$ cat config.mk
export PLATFORM = sky130hd
export DESIGN_NAME = pgfs_top
export DESIGN_NICKNAME = d
export VERILOG_FILES = /design/src/pgfs_pkg.sv /design/src/pgfs_top.sv
export SDC_FILE = /design/constraint.sdc
export NUM_CORES = 1
export LEC_CHECK = 0
export ABC_AREA = 1
export CAP_MARGIN = 20
export CORE_ASPECT_RATIO = 0.75
export CORE_MARGIN = 2
export CORE_UTILIZATION = 35
export DETAILED_ROUTE_END_ITERATION = 7
export DONT_BUFFER_PORTS = 1
export PLACE_DENSITY = 0.49
export SLEW_MARGIN = 25
export SYNTH_ARGS = -nofsm -noshare
export SYNTH_HDL_FRONTEND = slang
export SYNTH_SLANG_ARGS = --single-unit
$ cat constraint.sdc
create_clock -name mclk_i -period 1.2 [get_ports mclk_i]
set_input_delay 0.06 -clock mclk_i [delete_from_list [all_inputs] [get_ports mclk_i]]
set_output_delay 0.06 -clock mclk_i [all_outputs]
set_load 0.1 [all_outputs]
$ cat src/pgfs_pkg.sv
// Constants and carrier types for the port group one function select block.
// Assumes a 32-bit Avalon-MM register bus with word-aligned registers.
package pgfs_pkg;
  localparam int unsigned NPIN = 5;
  localparam int unsigned AW = 16;
  // Register indices; byte address is four times the index.
  localparam logic [13:0] IDX_OE = 14'h28ac;
  localparam logic [13:0] IDX_IE = 14'h28ad;
  localparam logic [13:0] IDX_OD = 14'h28ae;
  localparam logic [13:0] IDX_LVL = 14'h28af;
  localparam logic [13:0] IDX_SEL0 = 14'h28c4;
  localparam logic [13:0] IDX_SEL1 = 14'h28c5;
  localparam logic [13:0] IDX_SEL2 = 14'h28c6;
  localparam logic [13:0] IDX_SEL3 = 14'h28c7;
  localparam logic [13:0] IDX_SEL4 = 14'h28c8;
  // Values after reset.
  localparam logic [4:0] RST_OE = 5'h1f;
  localparam logic [4:0] RST_IE = 5'h00;
  localparam logic [4:0] RST_OD = 5'h1f;
  localparam logic [4:0] RST_LVL = 5'h00;
  localparam logic [2:0] RST_SEL = 3'h0;
  // Select codes.
  localparam logic [2:0] SEL_GPIO = 3'h0;
  localparam logic [1:0] S0_PPS = 2'h1;
  localparam logic [2:0] S1_RX1 = 3'h2;
  localparam logic [2:0] S1_TMR1 = 3'h3;
  localparam logic [2:0] S1_IRQ2 = 3'h4;
  localparam logic [2:0] S2_TX1 = 3'h2;
  localparam logic [2:0] S2_TRIG2 = 3'h3;
  localparam logic [2:0] S2_IRQ3 = 3'h4;
  localparam logic [2:0] S3_CF2 = 3'h1;
  localparam logic [2:0] S3_RX5 = 3'h2;
  localparam logic [2:0] S3_IRQ0 = 3'h3;
  localparam logic [2:0] S3_CF1 = 3'h4;
  localparam logic [2:0] S3_PPS = 3'h5;
  localparam logic [2:0] S3_PLL = 3'h6;
  localparam logic [1:0] S4_PLL = 2'h1;
  localparam logic [1:0] S4_TX5 = 2'h2;
  localparam logic [1:0] S4_IRQ1 = 2'h3;

  typedef struct packed {
    logic second_pulse;
    logic serial_one_transmit;
    logic serial_five_transmit;
    logic first_path_energy_pulse;
    logic second_path_energy_pulse;
    logic divided_pll_pulse;
  } pgfs_fn_out_t;

  typedef struct packed {
    logic serial_one_receive;
    logic serial_five_receive;
    logic timer_one_external;
    logic timer_two_trigger;
    logic [3:0] io_irq;
  } pgfs_fn_in_t;
endpackage : pgfs_pkg

$ cat src/pgfs_top.sv
// Pin multiplexer for the five pins of port group one, with its registers.
// Assumes an Avalon-MM master on mclk_i and asynchronous pin levels.
//
// Overview of operation
// - With input enabled, level register shows pin level regardless of routed function.
// - Pin zero select: 00 plain IO, 01 pulse-per-second output.
// - Pulse-per-second gives uncalibrated pulses in seconds 1 to 29 of 30.
// - Thirtieth second pulse is corrected so the mean period is one second.
// - Pin one select: 000 IO, 010 serial one rx, 011 timer one, 100 irq 2.
// - Pin two: 000 IO, 001 reserved, 010 serial one tx, 011 timer two trigger, 100 irq 3.
// - Pin three: 000 IO, 001 path two pulse, 010 serial five rx, 011 irq 0, 100 path one.
// - Pin three: 101 pulse-per-second out, 110 divided PLL pulse out.
// - Divided PLL pulse follows the divided PLL clock or one-second PLL pulses.
// - Pin four: 00 IO, 01 divided PLL pulse, 10 serial five tx, 11 irq 1.
// - Input enable bit set turns input on; all reset to zero.
// - Output enable bit set turns output off; all reset to one.
`timescale 1ns/10ps
module pgfs_top
  import pgfs_pkg::*;
(
  input wire logic mclk_i,
  input wire logic rstn_i,
  input wire logic [AW-1:0] avs_address_i,
  input wire logic avs_read_i,
  input wire logic avs_write_i,
  input wire logic [31:0] avs_writedata_i,
  input wire logic [3:0] avs_byteenable_i,
  output logic [31:0] avs_readdata_o,
  output logic avs_waitrequest_o,
  input wire logic [NPIN-1:0] pin_in_i,
  output logic [NPIN-1:0] pin_out_o,
  output logic [NPIN-1:0] pin_oe_n_o,
  input wire pgfs_fn_out_t fn_out_i,
  output pgfs_fn_in_t fn_in_o
);

  ////////////////////////////////////////////////////////////////////////////
  // Pin synchronisers; a level counts once stages two and three agree.
  logic [NPIN-1:0] sync1_q, sync2_q, sync3_q, filt_q, filt_d;
  genvar g;
  generate
    for (g = 0; g < NPIN; g++)
    begin : g_sync
      always_ff @(posedge mclk_i or negedge rstn_i)
      begin
        if (!rstn_i)
        begin
          sync1_q[g] <= 1'b0;
          sync2_q[g] <= 1'b0;
          sync3_q[g] <= 1'b0;
          filt_q[g] <= 1'b0;
        end
        else
        begin
          sync1_q[g] <= pin_in_i[g];
          sync2_q[g] <= sync1_q[g];
          sync3_q[g] <= sync2_q[g];
          filt_q[g] <= filt_d[g];
        end
      end
      assign filt_d[g] = (sync2_q[g] == sync3_q[g]) ? sync3_q[g] : filt_q[g];
    end
  endgenerate

  ////////////////////////////////////////////////////////////////////////////
  // Register file and bus slave; one wait cycle per access.
  logic [4:0] oe_q, oe_d, ie_q, ie_d, od_q, od_d, lvl_q, lvl_d;
  logic [1:0] sel0_q, sel0_d, sel4_q, sel4_d;
  logic [2:0] sel1_q, sel1_d, sel2_q, sel2_d, sel3_q, sel3_d;
  logic wait_q, wait_d;
  logic [31:0] rdata_q, rdata_d;
  logic [13:0] idx;
  logic wr_en;

  assign idx = avs_address_i[AW-1:2];
  assign wr_en = avs_write_i && !wait_q && avs_byteenable_i[0];

  function automatic logic [7:0] read_reg(input logic [13:0] i);
    unique case (i)
      IDX_OE: read_reg = {3'h0, oe_q};
      IDX_IE: read_reg = {3'h0, ie_q};
      IDX_OD: read_reg = {3'h0, od_q};
      IDX_LVL: read_reg = {3'h0, lvl_q};
      IDX_SEL0: read_reg = {6'h00, sel0_q};
      IDX_SEL1: read_reg = {5'h00, sel1_q};
      IDX_SEL2: read_reg = {5'h00, sel2_q};
      IDX_SEL3: read_reg = {5'h00, sel3_q};
      IDX_SEL4: read_reg = {6'h00, sel4_q};
      default: read_reg = 8'h00;
    endcase
  endfunction : read_reg

  always_comb
  begin
    wait_d = 1'b1;
    rdata_d = rdata_q;
    oe_d = oe_q;
    ie_d = ie_q;
    od_d = od_q;
    sel0_d = sel0_q;
    sel1_d = sel1_q;
    sel2_d = sel2_q;
    sel3_d = sel3_q;
    sel4_d = sel4_q;
    if ((avs_read_i || avs_write_i) && wait_q)
    begin
      wait_d = 1'b0;
      rdata_d = avs_read_i ? {24'h000000, read_reg(idx)} : 32'h00000000;
    end
    if (wr_en)
    begin
      unique case (idx)
        IDX_OE: oe_d = avs_writedata_i[4:0];
        IDX_IE: ie_d = avs_writedata_i[4:0];
        IDX_OD: od_d = avs_writedata_i[4:0];
        IDX_SEL0: sel0_d = avs_writedata_i[1:0];
        IDX_SEL1: sel1_d = avs_writedata_i[2:0];
        IDX_SEL2: sel2_d = avs_writedata_i[2:0];
        IDX_SEL3: sel3_d = avs_writedata_i[2:0];
        IDX_SEL4: sel4_d = avs_writedata_i[1:0];
        default: ;
      endcase
    end
    // Level register ignores writes; it tracks enabled pins only.
    lvl_d = (lvl_q & ~ie_q) | (filt_q & ie_q);
  end

  always_ff @(posedge mclk_i or negedge rstn_i)
  begin
    if (!rstn_i)
    begin
      wait_q <= 1'b1;
      rdata_q <= 32'h00000000;
      oe_q <= RST_OE;
      ie_q <= RST_IE;
      od_q <= RST_OD;
      lvl_q <= RST_LVL;
      sel0_q <= RST_SEL[1:0];
      sel1_q <= RST_SEL;
      sel2_q <= RST_SEL;
      sel3_q <= RST_SEL;
      sel4_q <= RST_SEL[1:0];
    end
    else
    begin
      wait_q <= wait_d;
      rdata_q <= rdata_d;
      oe_q <= oe_d;
      ie_q <= ie_d;
      od_q <= od_d;
      lvl_q <= lvl_d;
      sel0_q <= sel0_d;
      sel1_q <= sel1_d;
      sel2_q <= sel2_d;
      sel3_q <= sel3_d;
      sel4_q <= sel4_d;
    end
  end

  assign avs_waitrequest_o = wait_q;
  assign avs_readdata_o = rdata_q;

  ////////////////////////////////////////////////////////////////////////////
  // Routing. Input-function pins are not driven; reserved codes float.
  logic [NPIN-1:0] out_q, out_d, oen_q, oen_d;
  pgfs_fn_in_t fin_q, fin_d;

  always_comb
  begin
    out_d = od_q;
    oen_d = oe_q;
    fin_d = '{serial_one_receive: 1'b1, serial_five_receive: 1'b1,
              timer_one_external: 1'b0, timer_two_trigger: 1'b0, io_irq: 4'h0};
    // Pin zero.
    if (sel0_q == S0_PPS)
    begin
      out_d[0] = fn_out_i.second_pulse;
      oen_d[0] = 1'b0;
    end
    else if (sel0_q != SEL_GPIO[1:0])
    begin
      oen_d[0] = 1'b1;
    end
    // Pin one.
    if (sel1_q != SEL_GPIO)
    begin
      oen_d[1] = 1'b1;
    end
    unique case (sel1_q)
      S1_RX1: fin_d.serial_one_receive = filt_q[1];
      S1_TMR1: fin_d.timer_one_external = filt_q[1];
      S1_IRQ2: fin_d.io_irq[2] = filt_q[1];
      default: ;
    endcase
    // Pin two.
    if (sel2_q == S2_TX1)
    begin
      out_d[2] = fn_out_i.serial_one_transmit;
      oen_d[2] = 1'b0;
    end
    else if (sel2_q != SEL_GPIO)
    begin
      oen_d[2] = 1'b1;
    end
    if (sel2_q == S2_TRIG2)
    begin
      fin_d.timer_two_trigger = filt_q[2];
    end
    if (sel2_q == S2_IRQ3)
    begin
      fin_d.io_irq[3] = filt_q[2];
    end
    // Pin three.
    if (sel3_q != SEL_GPIO)
    begin
      oen_d[3] = 1'b1;
    end
    unique case (sel3_q)
      S3_CF2:
      begin
        out_d[3] = fn_out_i.second_path_energy_pulse;
        oen_d[3] = 1'b0;
      end
      S3_RX5: fin_d.serial_five_receive = filt_q[3];
      S3_IRQ0: fin_d.io_irq[0] = filt_q[3];
      S3_CF1:
      begin
        out_d[3] = fn_out_i.first_path_energy_pulse;
        oen_d[3] = 1'b0;
      end
      S3_PPS:
      begin
        out_d[3] = fn_out_i.second_pulse;
        oen_d[3] = 1'b0;
      end
      S3_PLL:
      begin
        out_d[3] = fn_out_i.divided_pll_pulse;
        oen_d[3] = 1'b0;
      end
      default: ;
    endcase
    // Pin four.
    unique case (sel4_q)
      S4_PLL:
      begin
        out_d[4] = fn_out_i.divided_pll_pulse;
        oen_d[4] = 1'b0;
      end
      S4_TX5:
      begin
        out_d[4] = fn_out_i.serial_five_transmit;
        oen_d[4] = 1'b0;
      end
      S4_IRQ1:
      begin
        fin_d.io_irq[1] = filt_q[4];
        oen_d[4] = 1'b1;
      end
      default: ;
    endcase
  end

  always_ff @(posedge mclk_i or negedge rstn_i)
  begin
    if (!rstn_i)
    begin
      out_q <= RST_OD;
      oen_q <= RST_OE;
      fin_q <= '{serial_one_receive: 1'b1, serial_five_receive: 1'b1,
                 timer_one_external: 1'b0, timer_two_trigger: 1'b0, io_irq: 4'h0};
    end
    else
    begin
      out_q <= out_d;
      oen_q <= oen_d;
      fin_q <= fin_d;
    end
  end

  assign pin_out_o = out_q;
  assign pin_oe_n_o = oen_q;
  assign fn_in_o = fin_q;

  ////////////////////////////////////////////////////////////////////////////
  // Assertions.
  a_level_follow: assert property (@(posedge mclk_i) disable iff (!rstn_i)
    (ie_q[3] && sel3_q == S3_RX5 && sync2_q[3] == sync3_q[3]) ##1 ie_q[3]
      |=> lvl_q[3] == $past(sync3_q[3], 2))
    else $error("level register does not follow an enabled pin");
  a_level_hold: assert property (@(posedge mclk_i) disable iff (!rstn_i)
    !ie_q[1] |=> $stable(lvl_q[1]))
    else $error("disabled input changed the level register");
  a_pps_zero: assert property (@(posedge mclk_i) disable iff (!rstn_i)
    sel0_q == S0_PPS |=> !pin_oe_n_o[0] && pin_out_o[0] == $past(fn_out_i.second_pulse))
    else $error("pin zero does not carry the second pulse");
  a_rx_one: assert property (@(posedge mclk_i) disable iff (!rstn_i)
    sel1_q == S1_RX1 |=> fn_in_o.serial_one_receive == $past(filt_q[1]) && pin_oe_n_o[1])
    else $error("pin one does not feed serial one receive");
  a_tx_one: assert property (@(posedge mclk_i) disable iff (!rstn_i)
    sel2_q == S2_TX1 |=> pin_out_o[2] == $past(fn_out_i.serial_one_transmit))
    else $error("pin two does not carry serial one transmit");
  a_reserved_float: assert property (@(posedge mclk_i) disable iff (!rstn_i)
    sel2_q == 3'h1 |=> pin_oe_n_o[2])
    else $error("reserved code drives pin two");
  a_cf_two: assert property (@(posedge mclk_i) disable iff (!rstn_i)
    sel3_q == S3_CF2 |=> pin_out_o[3] == $past(fn_out_i.second_path_energy_pulse))
    else $error("pin three does not carry path two pulse");
  a_pll_three: assert property (@(posedge mclk_i) disable iff (!rstn_i)
    sel3_q == S3_PLL |=> !pin_oe_n_o[3] && pin_out_o[3] == $past(fn_out_i.divided_pll_pulse))
    else $error("pin three does not carry the PLL pulse");
  a_tx_five: assert property (@(posedge mclk_i) disable iff (!rstn_i)
    sel4_q == S4_TX5 |=> pin_out_o[4] == $past(fn_out_i.serial_five_transmit))
    else $error("pin four does not carry serial five transmit");
  a_gpio_enable: assert property (@(posedge mclk_i) disable iff (!rstn_i)
    sel1_q == SEL_GPIO |=> pin_oe_n_o[1] == $past(oe_q[1]) && pin_out_o[1] == $past(od_q[1]))
    else $error("plain pin one ignores its enable or data");
  a_bus_answer: assert property (@(posedge mclk_i) disable iff (!rstn_i)
    (avs_read_i || avs_write_i) && wait_q |=> !wait_q ##1 wait_q)
    else $error("bus answer is not one cycle wide");

endmodule : pgfs_top

Word level (Yosys, flattened, before mapping)
Index checks and enable logic that the tools add are counted.
- equality and inequality tests: 30
- multiplexer cells: 23
- bitwise logic cells: 4
- reductions and logical operators: 19
- operators by type and width (kind ; count):
    equality test 14 bit (second input constant) ; 9
    case mux 5 bit (9 select lines) ; 1
    equality test 3 x 2 -> 1 bit (second input constant) ; 6
    2-to-1 mux 1 bit ; 18
    AND reduction 2 bit ; 8
    equality test 3 bit (second input constant) ; 5
    AND 5 bit ; 2
    nonzero test 3 bit ; 3
    2-to-1 mux 8 bit ; 1
    equality test 1 bit ; 5
    inverter 5 bit ; 1
    OR 5 bit ; 1
    equality test 2 x 1 -> 1 bit (second input constant) ; 2
    equality test 2 bit (second input constant) ; 2
    case mux 1 bit (2 select lines) ; 2
    case mux 1 bit (4 select lines) ; 1
    OR reduction 4 bit ; 1
    equality test 3 x 1 -> 1 bit (second input constant) ; 1
    logical AND 1 bit ; 3
    nonzero test 2 bit ; 1
    OR reduction 2 bit ; 1
    logical NOT 1 bit ; 1
    logical OR 1 bit ; 1
- register bits after elaboration: 104
- input port bits: 67
- output and inout bits: 51
- word-level logic and storage cells: 114

Depth between registers and ports, before layout
- depth in word-level cells: 4
- gate-level depth with buffers: 11

Least setup slack after synthesis
OpenSTA, ideal clock, no wires.
- kind: register -> register
- from: register wait_q (netlist: avs_waitrequest_o)
- to: register sel2_q[0]
- arrival time: 1.434 ns
- setup slack: -0.314 ns
- cell stages (with the launch flop): 5
- buffers on the path: 0
- period minus slack after synthesis: 1.514 ns
- path through: dfstp_2 nor2_1 nand3_1 nand2_1 o21ai_1
- word-level cells in the longest chain between the ends: 4
- RTL lines (what ; line ; text):
    start, declared ; pgfs_top.sv:70 ; logic wait_q, wait_d;
    start signal, assigned ; pgfs_top.sv:146 ; wait_q <= wait_d;
    logical NOT 1 bit ; pgfs_top.sv:76 ; assign wr_en = avs_write_i && !wait_q && avs_byteenable_i[0];
    logical AND 1 bit (2 in series) ; pgfs_top.sv:76 ;
    AND reduction 2 bit (no line) ; - ;
    end signal, assigned ; pgfs_top.sv:154 ; sel2_q <= sel2_d;
    end, declared ; pgfs_top.sv:69 ; logic [2:0] sel1_q, sel1_d, sel2_q, sel2_d, sel3_q, sel3_d;
No other way between the ends.
A chain may end at the register's enable or synchronous reset.

Worst setup path in the final report
- from: register wait_q (netlist: avs_waitrequest_o)
- to: output avs_waitrequest_o
- RTL lines (what ; line ; text):
    end, declared ; pgfs_top.sv:29 ; output logic avs_waitrequest_o,
No word-level cell between the ends.

==> results_dict.tcl <==
set metrics [dict create \
    clock-sinks 77 \
    hpwl_um 5940 \
    finalClockSkew_ns 0.00741 \
    place_congestion 0.866 \
    ys_types 30 \
    yosys-top-cells-area "dfrtp_1 38%, dfstp_2 17%, nand2_1 9.4%" \
    grt_pass1_wl_um 13600 \
    irDropWorstVdd_mv 0.769 \
    synth_largest_type_area_fraction 0.383 \
    cts_tree "built" \
    ys.flop_type "dfrtp_1" \
    crit_chain "buf_6, buf_12" \
    core-area_um2 9740 \
    internal-power_mw 4.30 \
    synthArstFlopShare 1.00 \
    max_freq_mhz 767 \
    ios 118 \
    synth_area_um2 3530 \
    die-area_um2 10900 \
    critical_path_arrival_ns 1.24 \
    slew_violations 0 \
    pwr-share-clk 0.428 \
    cp-start-kind "register" \
    synth_seq_cells 77 \
    synth_area_leader_cell "dfrtp_1" \
    slowest_stage "dfstp_4" \
    hold_viol_final 77 \
    numPortBuffers 0 \
    row_count 31 \
    cts-root-buf "clkbuf_16" \
    fillers 949 \
    post-route-period-util 1.09 \
    setup_slack_ns -0.105 \
    violations "negative hold slack, negative setup slack" \
    status "finished with violations" \
    rr_worst_depth 6 \
    synth.avg_cell_area_um2 9.05 \
    nets 530 \
    synth_edf_count 0 \
    p_switching_mw 1.58 \
    synth_cells 390 \
    insertion_delay_ns 0.34 \
    clockBufferDepth 2 \
    mostFrequentLayoutCells "81 x nand2_1, 51 x dfrtp_1, 37 x inv_1, 35 x nand3_1, 31 x nor2_1" \
    postRouteAntennaNets 0 \
    viasPerCell 4.56 \
    rr_startpoint "avs_waitrequest_o" \
    grt_pass1_vias 2621 \
    p_leak_nw 2.17 \
    drc 0 \
    cts_buffers 9 \
    maxCapViolations 0 \
    grt_usage 0.165 \
    initial_core_util 0.362 \
    min_period_ns 1.30 \
    area.growth.synth_to_final_pct 33.1 \
    cp.required_ns 1.14 \
    grt-ovfl-total 0 \
    pwr-share-comb 0.114 \
    hold_path_class "in2async" \
    synth_sequential_area_ratio 0.554 \
    htreeDepth 3 \
    setup_viol 5 \
    grt_antenna_before_repair 0 \
    drive_gt1_frac 0.252 \
    grt_start_max_net_pins 78 \
    endpoint_kind "output port" \
    fp.dieW_um 120 \
    via_count 2718 \
    fin_hold_ws_ns -0.588 \
    wl_per_cell_um 13.8 \
    critical_path.max_stage_delay_ns 0.63 \
    p_per_area_nw_per_um2 1250 \
    drt_iter0_markers 132 \
    rsz0062_at_grt "true" \
    wl_um 8210 \
    path_class "reg2out" \
    diodes 0 \
    placed_cells 560 \
    layout.cells.non_filler 596 \
    firstDrtPassIters 4 \
    netSwitchingFraction 0.268 \
    worst_r2r_endpoint "sel1_q[2]" \
    clk_pin_slew_worst_paths_ns 0.06 \
    path_max_fanout 2 \
    final_common_cell "nand2_1" \
    ys_warn_count 0 \
    die_y_um 91.0 \
    sequentialPowerShare 0.457 \
    r2r_setup_slack_ns -0.01 \
]
[synthesized netlist by cell type (4+ instances only)]
library cell / number
o21ai_1: 24
dfstp_2: 23
maj3_1: 5
ha_1: 4
nand2_1: 88
inv_1: 39
nand3_1: 38
nand4_1: 6
nor2_1: 33
dfrtp_1: 54
o21ai_0: 12
nor2_2: 7
buf_4: 29
nand2_2: 4
[routing by layer]
metal / GRT usage / wire length, µm
met4: 0.0627 / 157
met3: 0.0660 / 566
met5: 0 / 0
met2: 0.227 / 3460
met1: 0.230 / 4030
[worst max path at each step]
stage | slack (ns) | endpoint | cells past startpoint | from
after detailed placement | -0.12 | sel1_q[2] | 8 | avs_address_i[6]
after CTS | -0.11 | avs_waitrequest_o | 2 | avs_waitrequest_o
after floorplan | -0.06 | sel1_q[0] | 5 | avs_waitrequest_o
after global routing | -0.14 | avs_waitrequest_o | 2 | avs_waitrequest_o
final | -0.10 | avs_waitrequest_o | 2 | avs_waitrequest_o
after global placement | -0.08 | avs_readdata_o[1] | 11 | avs_address_i[9]
[cells by family (layout without fill, tap and decap cells)]
| kind of cell | Yosys count | after routing | synth area share |
|---|---|---|---|
| AO/OA/AOI/OAI | 44 | 44 | 0.0663 |
| other | 1 | 27 | 0.00106 |
| buffers and inverters | 72 | 120 | 0.110 |
| multiplexers | 3 | 3 | 0.00957 |
| flip-flops | 77 | 77 | 0.554 |
| AND/OR/NAND/NOR | 184 | 184 | 0.231 |
| adder cells (fa/ha/maj) | 9 | 9 | 0.0284 |
[sequential cells by signal, indices dropped and copies added, names as in the netlist, 5 cells and up, named ones only]
name and cells:
pin_oe_n_o 5, oe_q 5, sync3_q 5, filt_q 5
sync1_q 5, ie_q 5, od_q 5, avs_readdata_o 5
pin_out_o 5, sync2_q 5, fn_in_o 8
[final cells by class]
cell class	count	area, µm²	share of cell area
repair buffers	62	706	0.150
flip-flops and latches	77	1960	0.418
clock buffers	15	268	0.0570
multi-input cells	267	1420	0.303
well taps	132	165	0.0352
inverters	42	165	0.0352
clock inverters	1	7.51	0.00160
[per-stage QoR]
| stage | setup TNS [ns] | power [mW] | utilization | area, µm² | worst slack (ns) |
|---|---|---|---|---|---|
| floorplan | -1.02 | 3.31 | - | 3640 | -0.0569 |
| global placement | -0.906 | 3.29 | 0.417 | 4060 | -0.0757 |
| detailed placement | -0.941 | 3.29 | 0.417 | 4060 | -0.124 |
| CTS | -0.745 | 5.91 | 0.467 | 4550 | -0.115 |
| global route | -0.854 | 6.11 | 0.482 | 4700 | -0.139 |
| finish | -0.139 | 5.88 | 0.482 | 4700 | -0.105 |
[power groups by stage]
stage / Clock, mW / Sequential [mW] / Combinational, mW
after detailed placement: 0 / 2.73 / 0.562
after global routing: 2.72 / 2.69 / 0.699
after floorplan: 0 / 2.78 / 0.526
after CTS: 2.58 / 2.69 / 0.642
final: 2.52 / 2.69 / 0.671
after global placement: 0 / 2.73 / 0.561
[what timing repair did]
action / CTS / global route
hold buffers: 16 / 2
cloned: 0 / 0
resized for setup: 12 / 28
endpoints found under the setup margin: 8 / 37
setup buffers: 1 / 1
endpoints found under the hold margin: 112 / 78
pin swaps: 4 / 3
[worst max-delay path: cells and delay by family (launching register included)]
kind | cells | cell delay [ns]
DFF | 1 | 0.63
buffers and inverters | 2 | 0.27
Note: power is estimated with default switching activity, not from simulation.
